**src/core/asci_pkg.sv**
```systemverilog
package asci_pkg;

  // Register byte offsets on the Wishbone slave
  localparam logic [7:0] ADR_CTRL       = 8'h00;
  localparam logic [7:0] ADR_SETPOINT1  = 8'h04;
  localparam logic [7:0] ADR_SETPOINT2  = 8'h08;
  localparam logic [7:0] ADR_STATUS     = 8'h0C;
  localparam logic [7:0] ADR_IRQ_STATUS = 8'h10;
  localparam logic [7:0] ADR_IRQ_MASK   = 8'h14;

  // Control register fields
  localparam int unsigned CTRL_ZERO_BIT  = 0;
  localparam int unsigned CTRL_SPAN_BIT  = 1;
  localparam int unsigned CTRL_RANGE_LSB = 2;
  localparam int unsigned CTRL_W         = 4;

  // Interrupt status and mask fields, same layout in both registers
  localparam int unsigned IRQ_FAULT       = 0;
  localparam int unsigned IRQ_FIRST_THRESHOLD_ALARM      = 1;
  localparam int unsigned IRQ_SECOND_THRESHOLD_ALARM      = 2;
  localparam int unsigned IRQ_REMOTE_ZERO = 3;
  localparam int unsigned IRQ_REMOTE_SPAN = 4;
  localparam int unsigned IRQ_W           = 5;

  // Values after reset
  localparam logic [CTRL_W-1:0] CTRL_RST     = 4'h0;
  localparam logic [31:0]       SETPOINT_RST = 32'hFFFFFFFF;
  localparam logic [IRQ_W-1:0]  IRQ_RST      = 5'h00;

  // Stages of the input synchroniser
  localparam int unsigned SYNC_STAGES = 2;

  // Range configuration held in the control register
  typedef enum logic [1:0] {
    RANGE_SINGLE = 2'h0,
    RANGE_DUAL   = 2'h1,
    RANGE_AUTO   = 2'h2
  } asci_range_type;

  // Calibration sequencer, Gray codes along idle-zero-span
  typedef enum logic [1:0] {
    CAL_IDLE = 2'h0,
    CAL_ZERO = 2'h1,
    CAL_SPAN = 2'h3
  } asci_cal_type;

  // The eight status outputs, output 1 in bit 0
  typedef struct packed {
    logic second_threshold_alarm;
    logic first_threshold_alarm;
    logic diagnostic_active;
    logic span_cal;
    logic zero_cal;
    logic high_range;
    logic reading_valid_flag;
    logic system_ok;
  } asci_status_type;

  // Mode indication towards the display
  typedef struct packed {
    logic cal_remote;
    logic cal_span;
    logic cal_zero;
  } asci_mode_type;

endpackage : asci_pkg

```
**src/core/asci_status_io.sv**
```systemverilog
// Local design decisions: the Wishbone slave port and the register offsets.
`timescale 1ns/100ps

// Notes on behaviour
// - System-ok output high when no fault is present, low while any fault exists.
// - Reading-valid output follows validity of the current concentration reading.
// - High-range output only in upper range with dual or automatic range mode.
// - Zero-calibration output stays high for the whole zero calibration.
// - Span-calibration output stays high for the whole span calibration.
// - Diagnostic output high exactly while the diagnostic mode is active.
// - Each alarm output high while concentration exceeds its own setpoint.
// - Remote zero input enters zero calibration, flagged as remotely started.
// - Remote span input enters span calibration unless a zero request stands, flagged as remotely started.
module asci_status_io #(
  parameter int unsigned CONC_W  = 16,
  parameter int unsigned FAULT_W = 8
) (
  input  wire logic                     sys_clk,
  input  wire logic                     rstn,
  input  wire logic                     wb_cyc_i,
  input  wire logic                     wb_stb_i,
  input  wire logic                     wb_we_i,
  input  wire logic [7:0]               wb_adr_i,
  input  wire logic [3:0]               wb_sel_i,
  input  wire logic [31:0]              wb_dat_i,
  output logic [31:0]                   wb_dat_o,
  output logic                          wb_ack_o,
  output logic                          irq_o,
  input  wire logic [FAULT_W-1:0]       fault_flags,
  input  wire logic                     reading_ok,
  input  wire logic                     upper_range,
  input  wire logic                     diagnostic_active_in,
  input  wire logic [CONC_W-1:0]        concentration,
  input  wire logic                     remote_zero_in,
  input  wire logic                     remote_span_in,
  input  wire logic [3:0]               spare_in,
  output asci_pkg::asci_status_type     status_out,
  output asci_pkg::asci_mode_type       mode_out
);

  logic [CONC_W-1:0]               setpoint_reg [2];
  logic [asci_pkg::CTRL_W-1:0]     ctrl_reg;
  logic [asci_pkg::IRQ_W-1:0]      irq_status_reg;
  logic [asci_pkg::IRQ_W-1:0]      irq_status_next;
  logic [asci_pkg::IRQ_W-1:0]      irq_mask_reg;
  logic [asci_pkg::IRQ_W-1:0]      irq_set;
  logic [asci_pkg::SYNC_STAGES-1:0] zero_sync_reg;
  logic [asci_pkg::SYNC_STAGES-1:0] span_sync_reg;
  logic                            zero_sync;
  logic                            span_sync;
  logic                            zero_sync_prev_reg;
  logic                            span_sync_prev_reg;
  asci_pkg::asci_cal_type          cal_state_reg;
  asci_pkg::asci_cal_type          cal_state_next;
  asci_pkg::asci_range_type        range_mode;
  asci_pkg::asci_status_type       status_reg;
  asci_pkg::asci_status_type       status_next;
  asci_pkg::asci_mode_type         mode_reg;
  asci_pkg::asci_mode_type         mode_next;
  logic [1:0]                      alarm_hit;
  logic                            zero_req;
  logic                            span_req;
  logic                            bus_req;
  logic                            bus_done;
  logic                            ack_reg;
  logic [31:0]                     rdata_reg;
  logic [31:0]                     rdata_next;
  wire logic [31:0]                wr_word;

  // Spare inputs feed nothing; only the two calibration requests are sampled
  assign zero_sync = zero_sync_reg[asci_pkg::SYNC_STAGES-1];
  assign span_sync = span_sync_reg[asci_pkg::SYNC_STAGES-1];

  // Two flops per request line, first stage read only by the second
  always_ff @(posedge sys_clk)
  begin
    if (!rstn)
    begin
      zero_sync_reg <= '0;
      span_sync_reg <= '0;
    end
    else
    begin
      zero_sync_reg <= {zero_sync_reg[0], remote_zero_in};
      span_sync_reg <= {span_sync_reg[0], remote_span_in};
    end
  end

  // Edge memory for the remote request events
  always_ff @(posedge sys_clk)
  begin
    if (!rstn)
    begin
      zero_sync_prev_reg <= 1'b0;
      span_sync_prev_reg <= 1'b0;
    end
    else
    begin
      zero_sync_prev_reg <= zero_sync;
      span_sync_prev_reg <= span_sync;
    end
  end

  // Remote and local requests are ORed together; zero takes priority over span
  assign zero_req = zero_sync | ctrl_reg[asci_pkg::CTRL_ZERO_BIT];
  assign span_req = span_sync | ctrl_reg[asci_pkg::CTRL_SPAN_BIT];

  // Calibration sequencer; a phase lasts as long as its request stands, a zero request cutting span short
  always_comb
  begin
    cal_state_next = cal_state_reg;
    unique case (cal_state_reg)
      asci_pkg::CAL_IDLE:
      begin
        if (zero_req)
          cal_state_next = asci_pkg::CAL_ZERO;
        else if (span_req)
          cal_state_next = asci_pkg::CAL_SPAN;
      end
      asci_pkg::CAL_ZERO:
      begin
        if (!zero_req)
          cal_state_next = asci_pkg::CAL_IDLE;
      end
      asci_pkg::CAL_SPAN:
      begin
        if (zero_req)
          cal_state_next = asci_pkg::CAL_ZERO;
        else if (!span_req)
          cal_state_next = asci_pkg::CAL_IDLE;
      end
      default:
        cal_state_next = asci_pkg::CAL_IDLE;
    endcase
  end

  // Mode indication marks a phase as remote while its remote input holds it
  always_comb
  begin
    mode_next.cal_zero   = (cal_state_next == asci_pkg::CAL_ZERO);
    mode_next.cal_span   = (cal_state_next == asci_pkg::CAL_SPAN);
    mode_next.cal_remote = (mode_next.cal_zero & zero_sync) |
                           (mode_next.cal_span & span_sync);
  end

  always_ff @(posedge sys_clk)
  begin
    if (!rstn)
    begin
      cal_state_reg <= asci_pkg::CAL_IDLE;
      mode_reg      <= '0;
    end
    else
    begin
      cal_state_reg <= cal_state_next;
      mode_reg      <= mode_next;
    end
  end

  // Illegal code 3 behaves as single range so high range stays off
  assign range_mode = asci_pkg::asci_range_type'(ctrl_reg[asci_pkg::CTRL_RANGE_LSB +: 2]);

  // Alarm comparators, one per setpoint
  genvar g;
  generate
    for (g = 0; g < 2; g++)
    begin : g_alarm
      assign alarm_hit[g] = (concentration > setpoint_reg[g]);
    end
  endgenerate

  // Next value of the eight status outputs
  always_comb
  begin
    status_next.system_ok              = ~(|fault_flags);
    status_next.reading_valid_flag     = reading_ok;
    status_next.high_range             = upper_range &
                                         ((range_mode == asci_pkg::RANGE_DUAL) |
                                          (range_mode == asci_pkg::RANGE_AUTO));
    status_next.zero_cal               = (cal_state_reg == asci_pkg::CAL_ZERO);
    status_next.span_cal               = (cal_state_reg == asci_pkg::CAL_SPAN);
    status_next.diagnostic_active      = diagnostic_active_in;
    status_next.first_threshold_alarm  = alarm_hit[0];
    status_next.second_threshold_alarm = alarm_hit[1];
  end

  // All eight status outputs in one register so the receiver never sees a mixed update
  always_ff @(posedge sys_clk)
  begin
    if (!rstn)
      status_reg <= '0;
    else
      status_reg <= status_next;
  end

  assign status_out = status_reg;
  assign mode_out   = mode_reg;

  // Wishbone slave: ack one cycle after the request, then dropped
  assign bus_req  = wb_cyc_i & wb_stb_i;
  assign bus_done = bus_req & ack_reg;

  always_ff @(posedge sys_clk)
  begin
    if (!rstn)
      ack_reg <= 1'b0;
    else
      ack_reg <= bus_req & ~ack_reg;
  end

  // Read data captured in the request cycle; unmapped offsets read zero
  always_comb
  begin
    rdata_next = 32'h00000000;
    unique case (wb_adr_i)
      asci_pkg::ADR_CTRL:       rdata_next[asci_pkg::CTRL_W-1:0] = ctrl_reg;
      asci_pkg::ADR_SETPOINT1:  rdata_next[CONC_W-1:0] = setpoint_reg[0];
      asci_pkg::ADR_SETPOINT2:  rdata_next[CONC_W-1:0] = setpoint_reg[1];
      asci_pkg::ADR_STATUS:     rdata_next[10:0] = {mode_reg, status_reg};
      asci_pkg::ADR_IRQ_STATUS: rdata_next[asci_pkg::IRQ_W-1:0] = irq_status_reg;
      asci_pkg::ADR_IRQ_MASK:   rdata_next[asci_pkg::IRQ_W-1:0] = irq_mask_reg;
      default:                  rdata_next = 32'h00000000;
    endcase
  end

  always_ff @(posedge sys_clk)
  begin
    if (!rstn)
      rdata_reg <= 32'h00000000;
    else if (bus_req & ~ack_reg)
      rdata_reg <= rdata_next;
  end

  assign wb_ack_o = ack_reg;
  assign wb_dat_o = rdata_reg;

  // Write word: enabled lanes from the bus, the rest from the addressed register
  for (genvar b = 0; b < 4; b++)
  begin : g_lane
    assign wr_word[b*8 +: 8] = wb_sel_i[b] ? wb_dat_i[b*8 +: 8] : rdata_next[b*8 +: 8];
  end

  // Register writes land on the edge where the master sees ack
  always_ff @(posedge sys_clk)
  begin
    if (!rstn)
    begin
      ctrl_reg        <= asci_pkg::CTRL_RST;
      setpoint_reg[0] <= asci_pkg::SETPOINT_RST[CONC_W-1:0];
      setpoint_reg[1] <= asci_pkg::SETPOINT_RST[CONC_W-1:0];
      irq_mask_reg    <= asci_pkg::IRQ_RST;
    end
    else if (bus_done & wb_we_i)
    begin
      unique case (wb_adr_i)
        asci_pkg::ADR_CTRL:
          ctrl_reg <= wr_word[asci_pkg::CTRL_W-1:0];
        asci_pkg::ADR_SETPOINT1:
          setpoint_reg[0] <= wr_word[CONC_W-1:0];
        asci_pkg::ADR_SETPOINT2:
          setpoint_reg[1] <= wr_word[CONC_W-1:0];
        asci_pkg::ADR_IRQ_MASK:
          if (wb_sel_i[0])
            irq_mask_reg <= wb_dat_i[asci_pkg::IRQ_W-1:0];
        default:
          ;
      endcase
    end
  end

  // Events: new fault, alarm onset, remote request onset
  always_comb
  begin
    irq_set = '0;
    irq_set[asci_pkg::IRQ_FAULT]       = status_reg.system_ok & ~status_next.system_ok;
    irq_set[asci_pkg::IRQ_FIRST_THRESHOLD_ALARM]      = alarm_hit[0] & ~status_reg.first_threshold_alarm;
    irq_set[asci_pkg::IRQ_SECOND_THRESHOLD_ALARM]      = alarm_hit[1] & ~status_reg.second_threshold_alarm;
    irq_set[asci_pkg::IRQ_REMOTE_ZERO] = zero_sync & ~zero_sync_prev_reg;
    irq_set[asci_pkg::IRQ_REMOTE_SPAN] = span_sync & ~span_sync_prev_reg;
  end

  // A read clears only the bits it returned, so no event is lost; set wins
  always_comb
  begin
    irq_status_next = irq_status_reg;
    if (bus_done & ~wb_we_i & (wb_adr_i == asci_pkg::ADR_IRQ_STATUS))
      irq_status_next = irq_status_reg & ~rdata_reg[asci_pkg::IRQ_W-1:0];
    irq_status_next = irq_status_next | irq_set;
  end

  always_ff @(posedge sys_clk)
  begin
    if (!rstn)
      irq_status_reg <= asci_pkg::IRQ_RST;
    else
      irq_status_reg <= irq_status_next;
  end

  assign irq_o = |(irq_status_reg & irq_mask_reg);

  // Checks on the outputs and the input synchroniser, status outputs one cycle behind their causes
  a_healthy_no_fault: assert property (
    @(posedge sys_clk) disable iff (!rstn)
    $past(rstn) |-> (status_out.system_ok == !(|$past(fault_flags))))
    else $error("system ok output does not follow fault flags");

  a_valid_follows_reading: assert property (
    @(posedge sys_clk) disable iff (!rstn)
    $past(rstn) |-> (status_out.reading_valid_flag == $past(reading_ok)))
    else $error("reading valid output does not follow reading state");

  a_high_range_mode: assert property (
    @(posedge sys_clk) disable iff (!rstn)
    status_out.high_range |-> ($past(upper_range) &&
      ($past(range_mode) inside {asci_pkg::RANGE_DUAL, asci_pkg::RANGE_AUTO})))
    else $error("high range output outside dual or auto upper range");

  a_zero_cal_span: assert property (
    @(posedge sys_clk) disable iff (!rstn)
    (cal_state_reg == asci_pkg::CAL_ZERO) [*3] |-> status_out.zero_cal)
    else $error("zero calibration output dropped during zero calibration");

  a_span_cal_span: assert property (
    @(posedge sys_clk) disable iff (!rstn)
    $past(rstn) |-> (status_out.span_cal == ($past(cal_state_reg) == asci_pkg::CAL_SPAN)))
    else $error("span calibration output does not match span phase");

  a_diag_follows_mode: assert property (
    @(posedge sys_clk) disable iff (!rstn)
    $rose(diagnostic_active_in) |=> status_out.diagnostic_active)
    else $error("diagnostic output late after diagnostic mode");

  a_alarm_threshold: assert property (
    @(posedge sys_clk) disable iff (!rstn)
    $past(rstn) |-> (status_out.first_threshold_alarm ==
      ($past(concentration) > $past(setpoint_reg[0]))) &&
      (status_out.second_threshold_alarm ==
      ($past(concentration) > $past(setpoint_reg[1]))))
    else $error("alarm output does not match setpoint comparison");

  a_remote_zero_enter: assert property (
    @(posedge sys_clk) disable iff (!rstn)
    $rose(zero_sync) |=>
      (cal_state_reg == asci_pkg::CAL_ZERO && mode_out.cal_zero && mode_out.cal_remote)
      ##1 status_out.zero_cal)
    else $error("remote zero request did not enter remote zero calibration");

  a_remote_span_enter: assert property (
    @(posedge sys_clk) disable iff (!rstn)
    ($rose(span_sync) && !zero_req && cal_state_reg == asci_pkg::CAL_IDLE) |=>
      (cal_state_reg == asci_pkg::CAL_SPAN && mode_out.cal_span && mode_out.cal_remote))
    else $error("remote span request did not enter remote span calibration");

  a_sync_two_stage: assert property (
    @(posedge sys_clk) disable iff (!rstn)
    ($past(rstn) && $past(rstn, 2)) |-> (zero_sync == $past(remote_zero_in, 2)) &&
      (span_sync == $past(remote_span_in, 2)))
    else $error("control input not delayed by exactly two stages");

  a_reset_clears_out: assert property (
    @(posedge sys_clk) disable iff (!rstn)
    $rose(rstn) |-> (status_out == '0 && mode_out == '0 && !irq_o))
    else $error("outputs not inactive right after reset");

endmodule : asci_status_io

```
**config.mk**
```make
export PLATFORM = sky130hd
export DESIGN_NAME = asci_status_io
export DESIGN_NICKNAME = d
export VERILOG_FILES = /design/src/core/asci_pkg.sv /design/src/core/asci_status_io.sv
export SDC_FILE = /design/constraint.sdc
export NUM_CORES = 1
export LEC_CHECK = 0
export BUFFER_PORTS_ARGS = -buffer_cell sky130_fd_sc_hd__buf_2
export CAP_MARGIN = 10
export CORE_MARGIN = 2
export CORE_UTILIZATION = 52
export CTS_CLUSTER_DIAMETER = 100
export CTS_CLUSTER_SIZE = 14
export DETAILED_ROUTE_END_ITERATION = 8
export GPL_ROUTABILITY_DRIVEN = 0
export PLACE_DENSITY = 0.8
export SLEW_MARGIN = 5
export SYNTH_ARGS = -nofsm -noshare
export SYNTH_HDL_FRONTEND = slang
export SYNTH_SLANG_ARGS = --single-unit
```
**constraint.sdc**
```tcl
create_clock -name sys_clk -period 3.8 [get_ports sys_clk]
set_clock_uncertainty 0.1 [all_clocks]
set_input_delay 0.19 -clock sys_clk [delete_from_list [all_inputs] [get_ports sys_clk]]
set_output_delay 0.19 -clock sys_clk [all_outputs]
set_load 0.05 [all_outputs]
```
Word-level counts from Yosys, hierarchy flattened
Memories as Yosys holds them, arrays and structs flattened.
Index checks and enable logic that the tools add are counted.
Widths: inputs -> output; s select.
{"block": "classes", "n_eq_ne": 11, "bitwise_logic": 31, "mux": 24, "n_lt_le_gt_ge": 2, "reduce_logical": 6}
{"operator": "$gt 16x16->1", "count": 2}
{"operator": "$mux 16", "count": 2}
{"operator": "$pmux 4 s6", "count": 1}
{"operator": "$pmux 6 s3", "count": 1}
{"operator": "$eq 8x4->1 const B", "count": 2}
{"operator": "$eq 8x5->1 const B", "count": 2}
{"operator": "$mux 8", "count": 2}
{"operator": "$and 1x1->1", "count": 14}
{"operator": "$and 5x5->5", "count": 2}
{"operator": "$mux 2", "count": 5}
{"operator": "$pmux 5 s2", "count": 1}
{"operator": "$mux 1", "count": 9}
{"operator": "$eq 8x3->1 const B", "count": 1}
{"operator": "$logic_not 8->1", "count": 1}
{"operator": "$reduce_or 8->1", "count": 1}
{"operator": "$not 1->1", "count": 7}
{"operator": "$eq 2x1->1 const B", "count": 3}
{"operator": "$eq 2x2->1 const B", "count": 3}
{"operator": "$or 1x1->1", "count": 6}
{"operator": "$pmux 2 s3", "count": 1}
{"operator": "$mux 5", "count": 1}
{"operator": "$not 5->5", "count": 1}
{"operator": "$or 5x5->5", "count": 1}
{"operator": "$pmux 1 s5", "count": 1}
{"operator": "other kinds (4)", "count": 4}
{"block": "word_totals", "elab_cells": 96, "regBits": 50, "input_bits": 82, "output_inout_bits": 45, "mem_bits_rw": 32, "mem_count": 1}
{"memory": "setpoint_reg", "depth": 2, "word_bits": 16, "read_ports": 2, "rd_ports_with_merged_regs": 0, "wr": 2, "line_no": "asci_status_io.sv:41", "source": "logic [CONC_W-1:0] setpoint_reg [2];"}

Longest topological paths before layout
{"block": "logic_depth", "word_depth": 7, "mapped_depth": 7}

Worst setup path after synthesis
Ideal clock, no wire load.
{"block": "synth_path", "kind": "reg2reg", "startpoint": "register ack_reg, in the netlist wb_ack_o", "endpoint": "memory setpoint_reg[0][0], enable pin", "setup_time_ps": 435, "arrival_ps": 2885, "n_path_buf": 0, "slack_ps": 379, "stages_incl_launch_ff": 3, "cell_sequence": "dfxtp_1 -> nand4_2 -> o41ai_1"}
{"element": "start: declaration", "line_no": "asci_status_io.sv:65", "source": "logic ack_reg;"}
{"element": "start signal: assignment", "line_no": "asci_status_io.sv:208", "source": "ack_reg <= bus_req & ~ack_reg;"}
{"element": "end: declaration", "line_no": "asci_status_io.sv:41"}

==> out/metrics.csv <==
metric,value,unit
run status,"complete, no violations",
register area share after synthesis,44.04,%
"most common cell after layout, fill and taps aside",buf_2,
CP Cell Sequence,"buf_2, nor2b_1, inv_1, o31ai_2, buf_4",
critical path arrival,2150,ps
Slew Limit Fails,0,
final hold violation count,0,
Layout area overhead,17.30,%
Final Critical Period,2192,ps
number of flip-flops in the largest register,32,
Core Box Area,8258,µm²
Sink Count,82,
Longest Clk Path Bufs,2,
MaxCap Viol Count,0,
Tcrit/Tclk final,57.67,%
Mean Syn Cell Area,9.518,µm²
Worst-Margin Slew,1256,ps
DR pass1 iterations,5,
initial DRC count,318,
final worst slack,1608,ps
Pwr Density,361.9,nW/µm²
"Clk pin slew, worst setup/hold paths",80,ps
Max H-tree Level,3,
synth warn,0,
vias in the first global route,3496,
die area,9322,µm²
IO Pins,127,
Die Width,96.55,µm
Skew-Pair Late Insertion Delay,360,ps
post-CTS setup buffers,0,
Seq pwr share,49.4,%
"Max FO, Critical Path",16,
Setup TNS,0,ps
worst vdd ir,0.2160,mV
CTS Root Buffer Type,clkbuf_8,
dpl ws,1265,ps
Finish-stage setup viols,0,
total grt overflow,0,
CTS buffer count,9,
internal power,1.358,mW
Via density,5.862,
critical path class,input pin to flop,
Worst path max stage delay,500,ps
CP Launch Type,input pin,
DR vias,3916,
Critical Path End Type,flop,
share of layout cells above drive strength 1,22.20,%
Max-slew headroom,15.96,%
Worst path slowest cell,nor2b_1,
FF+latch area,1962,µm²
DRC Markers,0,
Multi-input gate area,2192,µm²
Sw Pwr,0.5333,mW
sw frac,28.20,%
fraction of registers with async set/reset,0,%
largest net degree at the start of global routing,30,
HPWL Detailed,8.646,mm
IO buf count,88,
Netlist cell types,51,
combinational share of power,13.0,%
Post-synth EDFFs,32,
Crit path required time,3750,ps
TritonCTS clock tree,built,
first-pass GRT wire length,17.48,mm
initial antenna violation count,0,
synthesis-stage register bit count,82,
RSZ-0062 raised after global routing,false,
die extent in y,96.55,µm
total wire length,11.64,mm
fill cell count,682,
Tightest Hold Check Type,input pin to flop,
"commonest non-fill, non-tap cells in the layout","buf_2, nand2_1, dfxtp_1",
"Cell Area, Synth",4454,µm²
CP bufs+invs,3,
"CP delay by family, top",buffers and inverters,
Clock Power Share,37.6,%
P_leak,2.319,nW
DR WL/cell,17.42,µm
row cnt,33,
Initial Util,53.94,%
f_max,456.3,MHz
nets,672,
Diodes inserted,0,
Syn Inst Count,468,
post-cts sizing count,0,
"Primary FF master, synth",dfxtp_1,
GRT Total Usage,25.36,%
ANT nets after route,0,
## worst register-to-register path: stages, from the launching register on
cell	delay, ps
dfxtp_1	400
nand4_2	290
nor3_4	700
nand3_1	220
## layout make-up
class | instances | share of cell area (%)
Multi-Input combinational cell | 325 | 41.95
Sequential cell | 82 | 37.55
Timing Repair Buffer | 101 | 10.82
Clock buffer | 10 | 2.850
Inverter | 39 | 2.802
Tap cell | 105 | 2.514
Clock inverter | 6 | 1.509
## worst paths after layout
kind / from / end / slack, ps / cells after the start
max: wb_adr_i[3] / setpoint_reg[0][20]$_DFFE_PP_ / 1610 / 5
min: wb_dat_i[4] / irq_mask_reg[4]$_SDFFE_PN0P_ / 4 / 3
max reg2reg: wb_ack_o$_SDFF_PN0_ / setpoint_reg[0][3]$_DFFE_PP_ / 1790 / 3
min reg2reg: span_sync_reg[0]$_SDFF_PN0_ / span_sync_reg[1]$_SDFF_PN0_ / 340 / 1
## Yosys cell counts (all sizes together), types with 2 or more instances
| cell | number | area [µm²] |
|---|---|---|
| buf | 26 | 180.2 |
| and3 | 3 | 18.77 |
| a211oi | 10 | 75.07 |
| dfxtp | 50 | 1001 |
| nor2 | 24 | 90.09 |
| o21ai | 21 | 105.1 |
| ha | 32 | 400.4 |
| mux2i | 14 | 140.1 |
| o22ai | 7 | 43.79 |
| a22oi | 2 | 15.01 |
| a21boi | 2 | 15.01 |
| and2 | 10 | 62.56 |
| a32o | 2 | 20.02 |
| o21a | 2 | 15.01 |
| a31oi | 7 | 43.79 |
| mux2 | 2 | 22.52 |
| inv | 39 | 146.4 |
| o211ai | 5 | 37.54 |
| nor4 | 6 | 82.58 |
| edfxtp | 32 | 960.9 |
| a21oi | 42 | 210.2 |
| nor3 | 7 | 68.82 |
| o41ai | 3 | 26.28 |
| clkbuf | 11 | 42.54 |
| mux4 | 4 | 90.09 |
| a2111o | 2 | 22.52 |
| nand4 | 9 | 62.56 |
| nand2b | 2 | 12.51 |
| nand3 | 24 | 132.6 |
| xor2 | 2 | 17.52 |
| nor2b | 6 | 37.54 |
| nand2 | 52 | 195.2 |
## kinds of logic after synthesis
kind of cell	count (synthesis)	synth area share (%)
simple gates	146	17.58
compound gates	109	14.94
flops	82	44.04
buf+inv	76	8.286
fa+ha+maj	32	8.989
mux	20	5.674
xor+xnor	2	0.3933
other cells	1	0.08419
## power groups by stage
stage | Sequential [mW] | Clock, mW | Combinational, mW
after floorplan | 0.975 | 0 | 0.151
after global placement | 0.954 | 0 | 0.228
after detailed placement | 0.955 | 0 | 0.234
after CTS | 0.934 | 0.713 | 0.243
after global routing | 0.936 | 0.749 | 0.266
final | 0.935 | 0.711 | 0.246
## what timing repair did
item	in CTS	in global routing
endpoints found under the hold margin	9	0
endpoints found under the setup margin	0	0
hold buffers	11	0
## layer usage
layer | up-vias | GRT usage [%] | part of all wire, % | wire length (µm)
li1 | 1835 | - | - | -
met1 | 1843 | 34.73 | 41 | 4723
met2 | 225 | 41.61 | 47 | 5506
met3 | 13 | 4.655 | 11 | 1249
met4 | 0 | 6.690 | 1.3 | 157
met5 | - | 0 | 0 | 0
## stage by stage
step	power, mW	std cells	utilization [%]	hold WS, ps	instance area (µm²)
detailed placement	1.189	641	59.18	301.8	4887
global route	1.951	668	63.27	4.249	5225
CTS	1.891	668	63.27	0.02959	5225
global placement	1.182	641	59.18	295.6	4887
finish	1.891	668	63.27	4.489	5225
floorplan	1.126	483	-	217.3	4511
(Power assumes the default switching activity.)
